[src/design/scsp_map.vh]
`ifndef SCSP_MAP_VH
`define SCSP_MAP_VH

// ----------------------------------------
// register addresses
// ----------------------------------------
`define SCSP_ADDR_W 8
`define SCSP_ADDR_CTRL 8'hD8
`define SCSP_ADDR_STAT 8'hDC

// ----------------------------------------
// system_clock_control fields
// ----------------------------------------
`define SCSP_BIT_SLOW_TYPE 7
`define SCSP_BIT_FAST_TYPE 6
`define SCSP_BIT_HALT_SLOW 5
`define SCSP_BIT_GATE_PERI 4
`define SCSP_BIT_HALT_FAST 3
`define SCSP_BIT_SELECT 2
`define SCSP_DIV_HI 1
`define SCSP_DIV_LO 0
`define SCSP_CTRL_RESET 8'h23

// ----------------------------------------
// status register fields
// ----------------------------------------
`define SCSP_STAT_ACT_SEL 2
`define SCSP_STAT_ACT_DIV_HI 1
`define SCSP_STAT_ACT_DIV_LO 0
`define SCSP_STAT_SLOW_RC 3
`define SCSP_STAT_SLOW_XT 4
`define SCSP_STAT_FAST_RC 5
`define SCSP_STAT_FAST_XT 6

// ----------------------------------------
// divider codes and terminal counts
// ----------------------------------------
`define SCSP_DIV16 2'h0
`define SCSP_DIV4 2'h1
`define SCSP_DIV2 2'h2
`define SCSP_DIV1 2'h3
`define SCSP_LAST16 4'hF
`define SCSP_LAST4 4'h3
`define SCSP_LAST2 4'h1
`define SCSP_LAST1 4'h0

// ----------------------------------------
// bus answers
// ----------------------------------------
`define SCSP_RESP_OKAY 2'h0
`define SCSP_RESP_SLVERR 2'h2

`endif

[src/design/scsp_ctrl.v]
// Added by the designer: the AXI4-Lite slave port.
`timescale 1ns/1ps
`default_nettype none
`include "scsp_map.vh"

// Functional notes
// [RULE1] slow type changes only in fast mode
// [RULE2] slow type 0 RC, 1 crystal pins
// [RULE3] fast type changes only in slow mode
// [RULE4] fast type 0 RC, 1 high-gain crystal
// [RULE5] halt slow RC in power-down; resets 1
// [RULE6] gate peripheral clocks in idle when set
// [RULE7] halt fast osc in slow/idle; slow-mode only; code halts it in slow mode only, not in idle while in fast mode
// [RULE8] select slow 0, fast 1; needs fast running
// [RULE9] divide by 16,4,2,1; code resets 11
// [RULE10] new divider applied within 16 cycles
// [RULE11] refused bit writes keep old value
// [RULE12] switching never shortens or glitches pulses
module scsp_ctrl
(
  // clock and reset
  input wire aclk,
  input wire aresetn,
  // axi4-lite write address
  input wire [7:0] awaddr,
  input wire [2:0] awprot,
  input wire awvalid,
  output wire awready,
  // axi4-lite write data
  input wire [31:0] wdata,
  input wire [3:0] wstrb,
  input wire wvalid,
  output wire wready,
  // axi4-lite write response
  output reg [1:0] bresp,
  output reg bvalid,
  input wire bready,
  // axi4-lite read address
  input wire [7:0] araddr,
  input wire [2:0] arprot,
  input wire arvalid,
  output wire arready,
  // axi4-lite read data
  output reg [31:0] rdata,
  output reg [1:0] rresp,
  output reg rvalid,
  input wire rready,
  // oscillator ticks, one aclk cycle each
  input wire slow_source_pulse,
  input wire fast_source_pulse,
  // cpu operating state
  input wire power_down_state,
  input wire idle_state,
  // clock outputs
  output wire system_clock_pulse,
  output reg peripheral_clock_enable,
  // oscillator controls
  output reg slow_rc_oscillator_enable,
  output reg slow_crystal_oscillator_enable,
  output reg fast_rc_oscillator_enable,
  output reg fast_crystal_oscillator_enable,
  output reg slow_crystal_pins,
  output reg fast_crystal_pins,
  output reg fast_oscillator_high_gain
);

  // ----------------------------------------
  // control register and field views
  // ----------------------------------------
  reg [7:0] system_clock_control;
  wire slow_source_type;
  wire fast_source_type;
  wire halt_slow_rc_in_powerdown;
  wire gate_peripheral_clocks_idle;
  wire halt_fast_oscillator;
  wire system_source_select;
  wire [1:0] system_divider_code;

  assign slow_source_type = system_clock_control[`SCSP_BIT_SLOW_TYPE];
  assign fast_source_type = system_clock_control[`SCSP_BIT_FAST_TYPE];
  assign halt_slow_rc_in_powerdown = system_clock_control[`SCSP_BIT_HALT_SLOW];
  assign gate_peripheral_clocks_idle = system_clock_control[`SCSP_BIT_GATE_PERI];
  assign halt_fast_oscillator = system_clock_control[`SCSP_BIT_HALT_FAST];
  assign system_source_select = system_clock_control[`SCSP_BIT_SELECT];
  assign system_divider_code = system_clock_control[`SCSP_DIV_HI:`SCSP_DIV_LO];

  // ----------------------------------------
  // guarded update of the control byte
  // ----------------------------------------
  // each guarded bit looks at the register as it stands before the write,
  // so one write cannot open its own guard
  function [7:0] guarded_value;
    input [7:0] cur;
    input [7:0] wd;
    reg [7:0] nv;
    begin
      nv = wd;
      if (!cur[`SCSP_BIT_SELECT])
        nv[`SCSP_BIT_SLOW_TYPE] = cur[`SCSP_BIT_SLOW_TYPE]; // see [RULE1] see [RULE11]
      if (cur[`SCSP_BIT_SELECT])
      begin
        nv[`SCSP_BIT_FAST_TYPE] = cur[`SCSP_BIT_FAST_TYPE]; // see [RULE3] see [RULE11]
        nv[`SCSP_BIT_HALT_FAST] = cur[`SCSP_BIT_HALT_FAST]; // see [RULE7] see [RULE11]
      end
      if (cur[`SCSP_BIT_HALT_FAST])
        nv[`SCSP_BIT_SELECT] = cur[`SCSP_BIT_SELECT]; // see [RULE8] see [RULE11]
      guarded_value = nv;
    end
  endfunction

  // ----------------------------------------
  // address decode shared by both bus paths
  // ----------------------------------------
  localparam SEL_NONE = 2'h0;
  localparam SEL_CTRL = 2'h1;
  localparam SEL_STAT = 2'h2;

  // the status view is read-only: a write to it is answered but changes nothing
  function [1:0] decode_addr;
    input [7:0] addr;
    begin
      if (addr == `SCSP_ADDR_CTRL)
        decode_addr = SEL_CTRL;
      else if (addr == `SCSP_ADDR_STAT)
        decode_addr = SEL_STAT;
      else
        decode_addr = SEL_NONE;
    end
  endfunction

  wire [1:0] aw_sel;
  wire [1:0] ar_sel;

  // ----------------------------------------
  // axi4-lite write path
  // ----------------------------------------
  reg aw_held;
  reg [7:0] aw_addr_q;
  reg w_held;
  reg [7:0] w_data_q;
  reg w_lane0_q;
  wire do_write;

  assign awready = !aw_held && !bvalid;
  assign wready = !w_held && !bvalid;
  assign do_write = aw_held && w_held && !bvalid;
  assign aw_sel = decode_addr(aw_addr_q);

  always @(posedge aclk)
  begin
    if (!aresetn)
    begin
      aw_held <= 1'b0;
      aw_addr_q <= 8'h00;
      w_held <= 1'b0;
      w_data_q <= 8'h00;
      w_lane0_q <= 1'b0;
      bvalid <= 1'b0;
      bresp <= `SCSP_RESP_OKAY;
      system_clock_control <= `SCSP_CTRL_RESET; // see [RULE5] see [RULE9]
    end
    else
    begin
      if (awvalid && awready)
      begin
        aw_held <= 1'b1;
        aw_addr_q <= awaddr;
      end
      if (wvalid && wready)
      begin
        w_held <= 1'b1;
        w_data_q <= wdata[7:0];
        w_lane0_q <= wstrb[0];
      end
      if (do_write)
      begin
        aw_held <= 1'b0;
        w_held <= 1'b0;
        bvalid <= 1'b1;
        if (aw_sel == SEL_CTRL)
        begin
          bresp <= `SCSP_RESP_OKAY;
          if (w_lane0_q)
            system_clock_control <= guarded_value(system_clock_control, w_data_q);
        end
        else if (aw_sel == SEL_STAT)
          bresp <= `SCSP_RESP_OKAY;
        else
          bresp <= `SCSP_RESP_SLVERR;
      end
      else if (bvalid && bready)
        bvalid <= 1'b0;
    end
  end

  // ----------------------------------------
  // divider and source switch
  // ----------------------------------------
  wire act_select;
  wire [1:0] act_code;

  scsp_div u_div
  (
    .aclk(aclk),
    .aresetn(aresetn),
    .slow_tick(slow_source_pulse),
    .fast_tick(fast_source_pulse),
    .req_select(system_source_select),
    .req_code(system_divider_code),
    .system_clock_pulse(system_clock_pulse),
    .act_select(act_select),
    .act_code(act_code)
  );

  // ----------------------------------------
  // oscillator and peripheral clock controls
  // ----------------------------------------
  // the fast oscillator keeps running until the divider has really left it,
  // otherwise the last divided period could be cut short
  wire fast_stop;
  wire slow_rc_stop;

  assign fast_stop = halt_fast_oscillator && !act_select && !system_source_select
                     && (idle_state || power_down_state || !system_source_select); // see [RULE7]
  assign slow_rc_stop = halt_slow_rc_in_powerdown && power_down_state; // see [RULE5]

  always @(posedge aclk)
  begin
    if (!aresetn)
    begin
      slow_rc_oscillator_enable <= 1'b1;
      slow_crystal_oscillator_enable <= 1'b0;
      fast_rc_oscillator_enable <= 1'b1;
      fast_crystal_oscillator_enable <= 1'b0;
      slow_crystal_pins <= 1'b0;
      fast_crystal_pins <= 1'b0;
      fast_oscillator_high_gain <= 1'b0;
      peripheral_clock_enable <= 1'b1;
    end
    else
    begin
      slow_rc_oscillator_enable <= !slow_source_type && !slow_rc_stop; // see [RULE2]
      slow_crystal_oscillator_enable <= slow_source_type; // see [RULE2]
      slow_crystal_pins <= slow_source_type; // see [RULE2]
      fast_rc_oscillator_enable <= !fast_source_type && !fast_stop; // see [RULE4]
      fast_crystal_oscillator_enable <= fast_source_type && !fast_stop; // see [RULE4]
      fast_crystal_pins <= fast_source_type; // see [RULE4]
      fast_oscillator_high_gain <= fast_source_type; // see [RULE4]
      peripheral_clock_enable <= !(gate_peripheral_clocks_idle && idle_state); // see [RULE6]
    end
  end

  // ----------------------------------------
  // status view
  // ----------------------------------------
  wire [7:0] status_value;

  assign status_value = {1'b0,
                         fast_crystal_oscillator_enable,
                         fast_rc_oscillator_enable,
                         slow_crystal_oscillator_enable,
                         slow_rc_oscillator_enable,
                         act_select,
                         act_code};

  // ----------------------------------------
  // axi4-lite read path
  // ----------------------------------------
  assign arready = !rvalid;
  assign ar_sel = decode_addr(araddr);

  always @(posedge aclk)
  begin
    if (!aresetn)
    begin
      rvalid <= 1'b0;
      rdata <= 32'h00000000;
      rresp <= `SCSP_RESP_OKAY;
    end
    else if (arvalid && arready)
    begin
      rvalid <= 1'b1;
      if (ar_sel == SEL_CTRL)
      begin
        rdata <= {24'h000000, system_clock_control};
        rresp <= `SCSP_RESP_OKAY;
      end
      else if (ar_sel == SEL_STAT)
      begin
        rdata <= {24'h000000, status_value};
        rresp <= `SCSP_RESP_OKAY;
      end
      else
      begin
        rdata <= 32'h00000000;
        rresp <= `SCSP_RESP_SLVERR;
      end
    end
    else if (rvalid && rready)
      rvalid <= 1'b0;
  end

  // protection bits carry no meaning for this block
  wire unused_prot;

  assign unused_prot = ^{awprot, arprot, wdata[31:8], wstrb[3:1]};

endmodule
`default_nettype wire

[src/design/scsp_div.v]
`timescale 1ns/1ps
`default_nettype none
`include "scsp_map.vh"

module scsp_div
(
  // clock and reset
  input wire aclk,
  input wire aresetn,
  // source ticks
  input wire slow_tick,
  input wire fast_tick,
  // requested setting
  input wire req_select,
  input wire [1:0] req_code,
  // divided output and applied setting
  output reg system_clock_pulse,
  output reg act_select,
  output reg [1:0] act_code
);

  // ----------------------------------------
  // terminal count per divider code
  // ----------------------------------------
  function [3:0] last_count;
    input [1:0] code;
    begin
      case (code)
        `SCSP_DIV16: last_count = `SCSP_LAST16;
        `SCSP_DIV4: last_count = `SCSP_LAST4;
        `SCSP_DIV2: last_count = `SCSP_LAST2;
        default: last_count = `SCSP_LAST1;
      endcase
    end
  endfunction

  reg [3:0] count;
  wire tick;

  assign tick = act_select ? fast_tick : slow_tick;

  // ----------------------------------------
  // divider
  // ----------------------------------------
  // source and ratio change only right after a full output period, so no
  // shortened pulse can appear; the wait is at most 16 source ticks
  always @(posedge aclk)
  begin
    if (!aresetn)
    begin
      count <= 4'h0;
      act_select <= 1'b0;
      act_code <= `SCSP_DIV1;
      system_clock_pulse <= 1'b0;
    end
    else
    begin
      system_clock_pulse <= 1'b0;
      if (tick)
      begin
        if (count >= last_count(act_code))
        begin
          count <= 4'h0;
          system_clock_pulse <= 1'b1; // see [RULE9]
          act_select <= req_select; // see [RULE8] see [RULE12]
          act_code <= req_code; // see [RULE10] see [RULE12]
        end
        else
          count <= count + 4'h1;
      end
    end
  end

endmodule
`default_nettype wire

[config.mk]
export PLATFORM = sky130hd
export DESIGN_NAME = scsp_ctrl
export DESIGN_NICKNAME = d
export VERILOG_FILES = /design/src/design/scsp_ctrl.v /design/src/design/scsp_div.v
export VERILOG_INCLUDE_DIRS = /design/src /design/src/design
export SDC_FILE = /design/constraint.sdc
export NUM_CORES = 1
export LEC_CHECK = 0
export ABC_AREA = 1
export BUFFER_PORTS_ARGS = -buffer_cell sky130_fd_sc_hd__buf_2
export CORE_MARGIN = 2
export CORE_UTILIZATION = 46
export DETAILED_ROUTE_END_ITERATION = 6
export PLACE_DENSITY = 0.9
export SLEW_MARGIN = 10
export SYNTH_ARGS = -nofsm -noshare
export SYNTH_HDL_FRONTEND = slang
export SYNTH_SLANG_ARGS = --single-unit
[constraint.sdc]
create_clock -name aclk -period 2 [get_ports aclk]
set_input_delay 0.1 -clock aclk [delete_from_list [all_inputs] [get_ports aclk]]
set_output_delay 0.1 -clock aclk [all_outputs]
set_load 0.05 [all_outputs]
# Yosys cells after proc, flatten, opt, wreduce, memory -nomap -nowiden
# Cells that the tools add are included.
# totals
in_bits	69
latchBits	0
ram_bits	0
out_inout_bits	50
word_cells	99
mem_bits_ro	0
register_bits	79
n_memories	0
# classes
magnitude_cmp	1
n_eq_ne	10
mux	20
n_addsub	1
n_mul	0
n_bitwise	3
div	0
shifts	0
reduce_logical	40
# ops
operator	count
$eq A8 B8 Y1 const B	4
$logic_and A1 B1 Y1	17
$mux W2	8
$mux W4	3
$pmux W4 S3	1
$reduce_and A4 Y1	3
$logic_not A1 Y1	11
$mux W8	1
$mux W7	1
$eq A2 B1 Y1 const B	3
$eq A2 B2 Y1 const B	3
$mux W1	6
$add A4 B1 Y4 const B	1
$ge A4 B4 Y1	1
$reduce_and A2 Y1	2
$reduce_bool A2 Y1	2
$not A1 Y1	3
$reduce_and A3 Y1	1
$logic_not A2 Y1	1
$logic_or A1 B1 Y1	2
$reduce_or A2 Y1	1

# Longest topological paths before layout
# Gate-level depths: netlist of run 1.
# logic_depth
ltp_word	6
depth_mapped	9
depth_no_buf	9

# Hierarchy
# A second synthesis of run 1 with hierarchy kept.
# unflattened
cells_unflattened	345
hier_area_um2	2522.4
# by_module_without_submodules
mod	instances	cells_each	seq_area_each_um2	area_each_um2
scsp_ctrl	1	287	900.9	2082.0
scsp_div	1	58	160.2	440.4

# Least setup slack after synthesis of run 1
# OpenSTA, ideal clock, no wires.
# synth_path
path_type	reg-to-reg
start	reg bvalid
end	reg w_data_q[7]
n_path_buf	1
t_arrival_ns	1.926
setup_slack_ns	-0.045
setup_ns	0.119
period_less_slack_ns	2.045
t_required_ns	1.881
stages_incl_launch_ff	6
path_cell_list	dfxtp_1 nor2_1 nand2_1 buf_2 o21ai_0 a21oi_1
# synth_via
elab_chain_len	3
# synth_lines
element	line	text
start, declared	scsp_ctrl.v:36	output reg bvalid,
start signal, assigned	scsp_ctrl.v:158	bvalid <= 1'b0;
start signal, assigned	scsp_ctrl.v:179	bvalid <= 1'b1;
start signal, assigned	scsp_ctrl.v:192	bvalid <= 1'b0;
$logic_not A1 Y1	scsp_ctrl.v:145	assign wready = !w_held && !bvalid;
$logic_and A1 B1 Y1	scsp_ctrl.v:145	
net wready	scsp_ctrl.v:33	output wire wready,
$logic_and A1 B1 Y1	scsp_ctrl.v:169	if (wvalid && wready)
end signal, assigned	scsp_ctrl.v:172	w_data_q <= wdata[7:0];
end, declared	scsp_ctrl.v:140	reg [7:0] w_data_q;
# The timed path passes the listed nets, and every way through them passes these cells.
# A chain may end at the register's enable or synchronous reset.

# Worst setup path after layout of run 1
# layout_path
start	reg u_div.act_code[1]
end	reg u_div.count[0]
# layout_via
elab_chain_len	6
word_cells_on_any_way	8
classes_between	1 x order compare; 2 x eq/ne; 4 x mux; 1 x reduce/logical
# layout_lines
element	line	text
start, declared	scsp_div.v:19	output reg [1:0] act_code
start signal, assigned	scsp_div.v:53	act_code <= `SCSP_DIV1;
start signal, assigned	scsp_div.v:66	act_code <= req_code;
$eq A2 B2 Y1, or another cell as far along	scsp_div.v:28	case (code)
$pmux W4 S3 *	scsp_div.v:28	
$mux W4 *	scsp_div.v:59	if (tick)
$mux W4 *	scsp_div.v:49	if (!aresetn)
$ge A4 B4 Y1 *	scsp_div.v:61	if (count >= last_count(act_code))
$mux W4 *	scsp_div.v:61	
end signal, assigned	scsp_div.v:69	count <= count + 4'h1;
end, declared	scsp_div.v:37	reg [3:0] count;
# Mark *: on every way between the ends. The rest lies on a longest branch, timed or not. The select of a mux whose other input is x is not followed.

==> metrics.cfg, run 1 <==
[logic_synthesis]
synth_area_leaders = dfxtp_1, buf_4, nor2_1
synth_area_per_cell_sq_um = 7.33
synthMuxAreaShare = 0
yosysUniqueCellTypes = 29
yosysSeqAreaShare = 0.427
synthAdderAreaFrac = 0.0252
syn-instance-count = 339
ys_warn_count = 0
synth_simple_gate_area_frac = 0.264
synth_top_family_by_area = simple AND/OR/NAND/NOR gates
synth_top_area_frac = 0.427
post_synth_xor_area_fraction = 0.0106
netlist_area_sq_um = 2480
yosysTopAreaCell = dfxtp_1
synth_compound_area_frac = 0.0977
ys_ff_latch = 53

[timing]
fin_skew_ns = 0.00511
whs_ns = 0.0345
worstMarginPinSlew_ns = 0.495
max_freq_mhz = 561
rsz0062_at_grt = no
drv_slew = 0
setup-violations-final = 0
min_period_over_period = 0.891
finalWorstSetupSlack_ns = 0.217
hold_violations = 0
slew_headroom = 0.668
post-route-min-period_ns = 1.78
setup_tns_ns = 0

[worst_setup_path]
required_ns = 2.21
reg2regPathDepth = 9
worstPathMaxFanout = 5
start_kind = flip-flop
cp.arrival_ns = 1.99
path_class = reg -> reg
setup.worst_path.end_class = flip-flop

[placed_design]
dp_hpwl_mm = 3.70
io_buffers = 59
globalplace.congestion = 0.789
dp_slack_ns = 0.257
placed_cell_area_sq_um = 2700

[power]
comb_power_share = 0.229
internal-power_w = 0.00164
p_seq_frac = 0.483
powerDensity_nw_per_um2 = 857
switching_share = 0.325
power.leakage_nw = 1.45
vdd_drop_max_mv = 0.435
clock_power_share = 0.288
p_switching_w = 0.000787

[routing]
wl_per_cell_um = 10.4
via_per_inst = 4.70
firstDrtPassIters = 5
drt_wl_total_mm = 4.84
drtIter0Drc = 141
vias = 2182
drc = 0
ant_nets = 0

[clocking]
cts_buffers = 5
path_clk_slew_ns = 0.09
clk_latency_ns = 0.31
cts_tree = yes
cts_setup_buffers = 0
cts_max_level = 2
cts.sinks = 53
cts_root_buf = clkbuf_8
clockBufferDepth = 2

[die]
rows = 26
die_h_um = 77.5
die_area_sq_um = 6000
io_pins = 119
dieWidth_um = 77.5
coreArea_sq_um = 5170
start_util = 0.480

[grt]
grt.total_usage = 0.170
antenna_found_initial = 0
grt_pass1_vias = 1992
grt_max_degree = 24
grt_pass1_wl_mm = 8.29
overflow = 0

[layout]
area_growth_pct = 13.9
seqCellArea_sq_um = 1060
multiInputGateArea_sq_um = 1090
finish.instance_area_sq_um = 2830
fill_cells = 504
drive_above_1_share = 0.193
diodes = 0
nets = 468

[worst_hold_path]
hold_class = in -> reg
hold_depth = 4

[run]
cap_violations = 0

[outcome]
outcome = finished clean

cells by family (layout without fill, tap and decap cells):
| kind of cell | after synthesis | in the layout |
|---|---|---|
| XOR/XNOR | 3 | 3 |
| AND/OR/NAND/NOR | 148 | 148 |
| adder cells (fa/ha/maj) | 5 | 5 |
| AO/OA/AOI/OAI | 46 | 46 |
| flip-flops | 53 | 53 |
| other | 1 | 26 |
| buffers and inverters | 83 | 113 |
layout by cell type, fill, tap and decap left out, drive strengths merged:
cell type    count
o21bai           1
buf             60
nand4            3
dlygate4sd3      2
or2              2
and3             1
clkinv           2
clkbuf           5
ha               5
conb            26
xor2             3
a31oi            1
nand3           37
nor2            53
o211ai           1
a21oi           20
inv             43
nand2           46
o21ai           22
bufinv           1
o21a             1
dfxtp           53
nor3             6
Yosys cell counts:
library cell	n
a21oi_1	20
a31oi_1	1
and3_1	1
buf_2	6
buf_4	28
buf_6	1
clkbuf_1	4
clkinv_1	1
conb_1	1
dfxtp_1	53
ha_1	5
inv_1	43
nand2_1	46
nand3_1	36
nand3_2	1
nand4_1	3
nor2_1	51
nor2_2	1
nor2_4	1
nor3_1	4
nor3_2	1
nor3_4	1
o211ai_1	1
o21a_1	1
o21ai_0	21
o21ai_2	1
o21bai_1	1
or2_2	2
xor2_1	3
path summary, 6_finish.rpt:
path / from / endpoint / slack, ns
worst min-delay path: bready / bvalid / 0.03
worst min register to register: system_clock_control[4] / peripheral_clock_enable / 0.45
worst max-delay path: u_div.act_code[1] / u_div.count[0] / 0.22
worst max register to register: u_div.act_code[1] / u_div.count[0] / 0.22
registers in the layout (all words and copies together) (netlist names):
name,cells
w_lane0_q,1
u_div.act_select,1
w_held,1
fast_crystal_oscillator_enable,1
u_div.count,4
rresp,1
w_data_q,8
aw_held,1
u_div.act_code,2
aw_addr_q,8
u_div.system_clock_pulse,1
fast_rc_oscillator_enable,1
system_clock_control,8
rvalid,1
peripheral_clock_enable,1
bresp,1
bvalid,1
slow_crystal_pins,1
slow_rc_oscillator_enable,1
rdata,8
fast_oscillator_high_gain,1
per-layer routing:
layer,GRT usage,part of all wire,up-vias
met5,0,0,-
met4,0.0500,0.013,0
met3,0.0512,0.076,7
met2,0.300,0.49,75
met1,0.198,0.42,976
li1,-,-,1124
power by group through the flow:
stage	clock (W)	sequential, W	combinational (W)
final	0.000698	0.00117	0.000554
after global routing	0.000759	0.00118	0.000614
after CTS	0.000716	0.00117	0.000555
after detailed placement	0	0.00120	0.000547
after global placement	0	0.00119	0.000530
after floorplan	0	0.00126	0.000411
area by class of cell:
| class | count | area share |
|---|---|---|
| Multi-Input combinational cell | 228 | 0.385 |
| Sequential cell | 53 | 0.375 |
| Timing Repair Buffer | 62 | 0.114 |
| Inverter | 44 | 0.0584 |
| Tap cell | 70 | 0.0310 |
| Clock buffer | 5 | 0.0243 |
| Clock inverter | 2 | 0.0124 |
critical path, stage by stage (launching register included):
cell     delay [ns]
dfxtp_1        0.35
or2_2          0.31
ha_1           0.30
nand2_1        0.06
inv_1          0.07
nand3_1        0.07
nand3_1        0.16
nand2_1        0.13
nand2_1        0.16
nor2_1         0.05
per-stage QoR:
step                      power, W  cells   util
after global routing       0.00255    464  0.547
after global placement     0.00172    455  0.523
after floorplan            0.00167    364      -
after detailed placement   0.00174    455  0.523
after CTS                  0.00244    464  0.547
final                      0.00242    464  0.547
repair_timing:
item                                   CTS  global route
hold buffers                             2             0
resized for setup                        0             0
endpoints found under the hold margin    2             0
Power figures use the tool's default switching activity.
==> run 2, diff against run 1 <==
--- a/config.mk
+++ b/config.mk
@@ -11,7 +11,7 @@
 export CORE_MARGIN = 2
 export CORE_UTILIZATION = 46
 export DETAILED_ROUTE_END_ITERATION = 6
-export PLACE_DENSITY = 0.9
+export PLACE_DENSITY = 0.8
 export SLEW_MARGIN = 10
 export SYNTH_ARGS = -nofsm -noshare
 export SYNTH_HDL_FRONTEND = slang
==> metrics.cfg, run 2 (synthesis gave the netlist of run 1 again) <==
[outcome]
outcome = finished clean

[clocking]
cts_max_level = 2
cts_setup_buffers = 0
cts_root_buf = clkbuf_8
clk_latency_ns = 0.30
cts_tree = yes
path_clk_slew_ns = 0.09
cts.sinks = 53
clockBufferDepth = 2
cts_buffers = 5

[timing]
setup_tns_ns = 0
hold_violations = 0
worstMarginPinSlew_ns = 0.507
slew_headroom = 0.660
max_freq_mhz = 561
post-route-min-period_ns = 1.78
setup-violations-final = 0
drv_slew = 0
min_period_over_period = 0.891
rsz0062_at_grt = no
fin_skew_ns = 0.00597

[worst_setup_path]
reg2reg_from = u_div.act_code[0]
setup.worst_path.end_class = flip-flop
start_kind = flip-flop
r2r-end = u_div.count[1]
required_ns = 2.24
cp.arrival_ns = 2.02
reg2reg_slack_ns = 0.22
worstPathMaxFanout = 5
path_class = reg -> reg
reg2regPathDepth = 7

[routing]
drc = 0
vias = 2144
firstDrtPassIters = 5
wl_per_cell_um = 9.95
ant_nets = 0
drt_wl_total_mm = 4.63
via_per_inst = 4.61
drtIter0Drc = 114

[grt]
grt.total_usage = 0.159
grt_max_degree = 24
overflow = 0
grt_pass1_wl_mm = 7.85
use_met3 = 0.0407
use_met1 = 0.192
antenna_found_initial = 0
grt_use_met2 = 0.276
busiest_layer = met2
grt_pass1_vias = 1888

[layout]
final_common_cell = buf_2
drive_above_1_share = 0.192
nets = 468
area_growth_pct = 14.4
final_cell_mix = buf_2, dfxtp_1, nor2_1
fin_util = 0.549
diodes = 0

[die]
start_util = 0.480
die_h_um = 77.5
die_area_sq_um = 6000
coreArea_sq_um = 5170
io_pins = 119
dieWidth_um = 77.5
rows = 26

[worst_hold_path]
hold_depth = 4
hold_class = in -> reg
holdCritStartpoint = bready
hold_path_end = bvalid

[power]
vdd_drop_max_mv = 0.470
power.leakage_nw = 1.46
power_w = 0.00245
powerDensity_nw_per_um2 = 864

[run]
cap_violations = 0

[placed_design]
io_buffers = 59
dp_hpwl_mm = 3.59
globalplace.congestion = 0.818

run 2: cell types whose count changed in the layout (fill, tap and decap cells not counted):
cell / change
clkbuf_1: +1
clkinv_2: -1
clkbuf_8: +1
run 2: power by group:
group	switching (W)	leakage [nW]	internal, W	total, W
clock	0.000326	0.0585	0.000408	0.000734
sequential	0.0000426	0.435	0.00113	0.00117
combinational	0.000405	0.963	0.000143	0.000548
run 2: through the flow:
step | setup slack (ns) | cells | hold slack, ns | cell area (sq um)
after floorplan | 0.0298 | 364 | 0.184 | 2580
after detailed placement | 0.236 | 455 | 0.296 | 2700
final | 0.218 | 465 | 0.0428 | 2840
after global placement | 0.281 | 455 | 0.295 | 2700
after CTS | 0.217 | 465 | 0.0400 | 2840
after global routing | 0.0608 | 465 | 0.0479 | 2840
run 2: worst max-delay path: stages, from the launching register on:
cell	delay, ns
dfxtp_1	0.35
or2_2	0.32
ha_1	0.29
a21oi_1	0.15
nand3_1	0.20
nand2_1	0.17
nand2_1	0.13
nor2_1	0.11
run 2: cell type report:
type | count | area (sq um)
fill | 527 | 2330
multi-input combinational | 228 | 1090
sequential | 53 | 1060
timing repair buffer | 62 | 323
inverter | 44 | 165
tap | 70 | 87.6
clock buffer | 7 | 86.3
clock inverter | 1 | 30.0
run 2: routing by layer:
layer	up-vias	part of all wire
met2	82	0.48
met1	932	0.44
met4	0	0.0082
li1	1126	-
met5	-	0
met3	4	0.072
run 2: how the worst max path moves through the flow:
stage	start	end	slack [ns]	depth (start not counted)
after floorplan	bvalid	aw_addr_q[5]	0.03	5
after global placement	u_div.act_code[0]	u_div.count[1]	0.28	9
after detailed placement	u_div.act_code[0]	u_div.count[1]	0.24	7
after CTS	u_div.act_code[1]	u_div.count[1]	0.22	7
after global routing	u_div.act_code[1]	u_div.count[0]	0.06	7
final	u_div.act_code[0]	u_div.count[1]	0.22	7
run 2: timing repair:
item	in CTS	in global routing
endpoints found under the hold margin	2	0
gates resized for setup	0	0
hold buffers	2	0
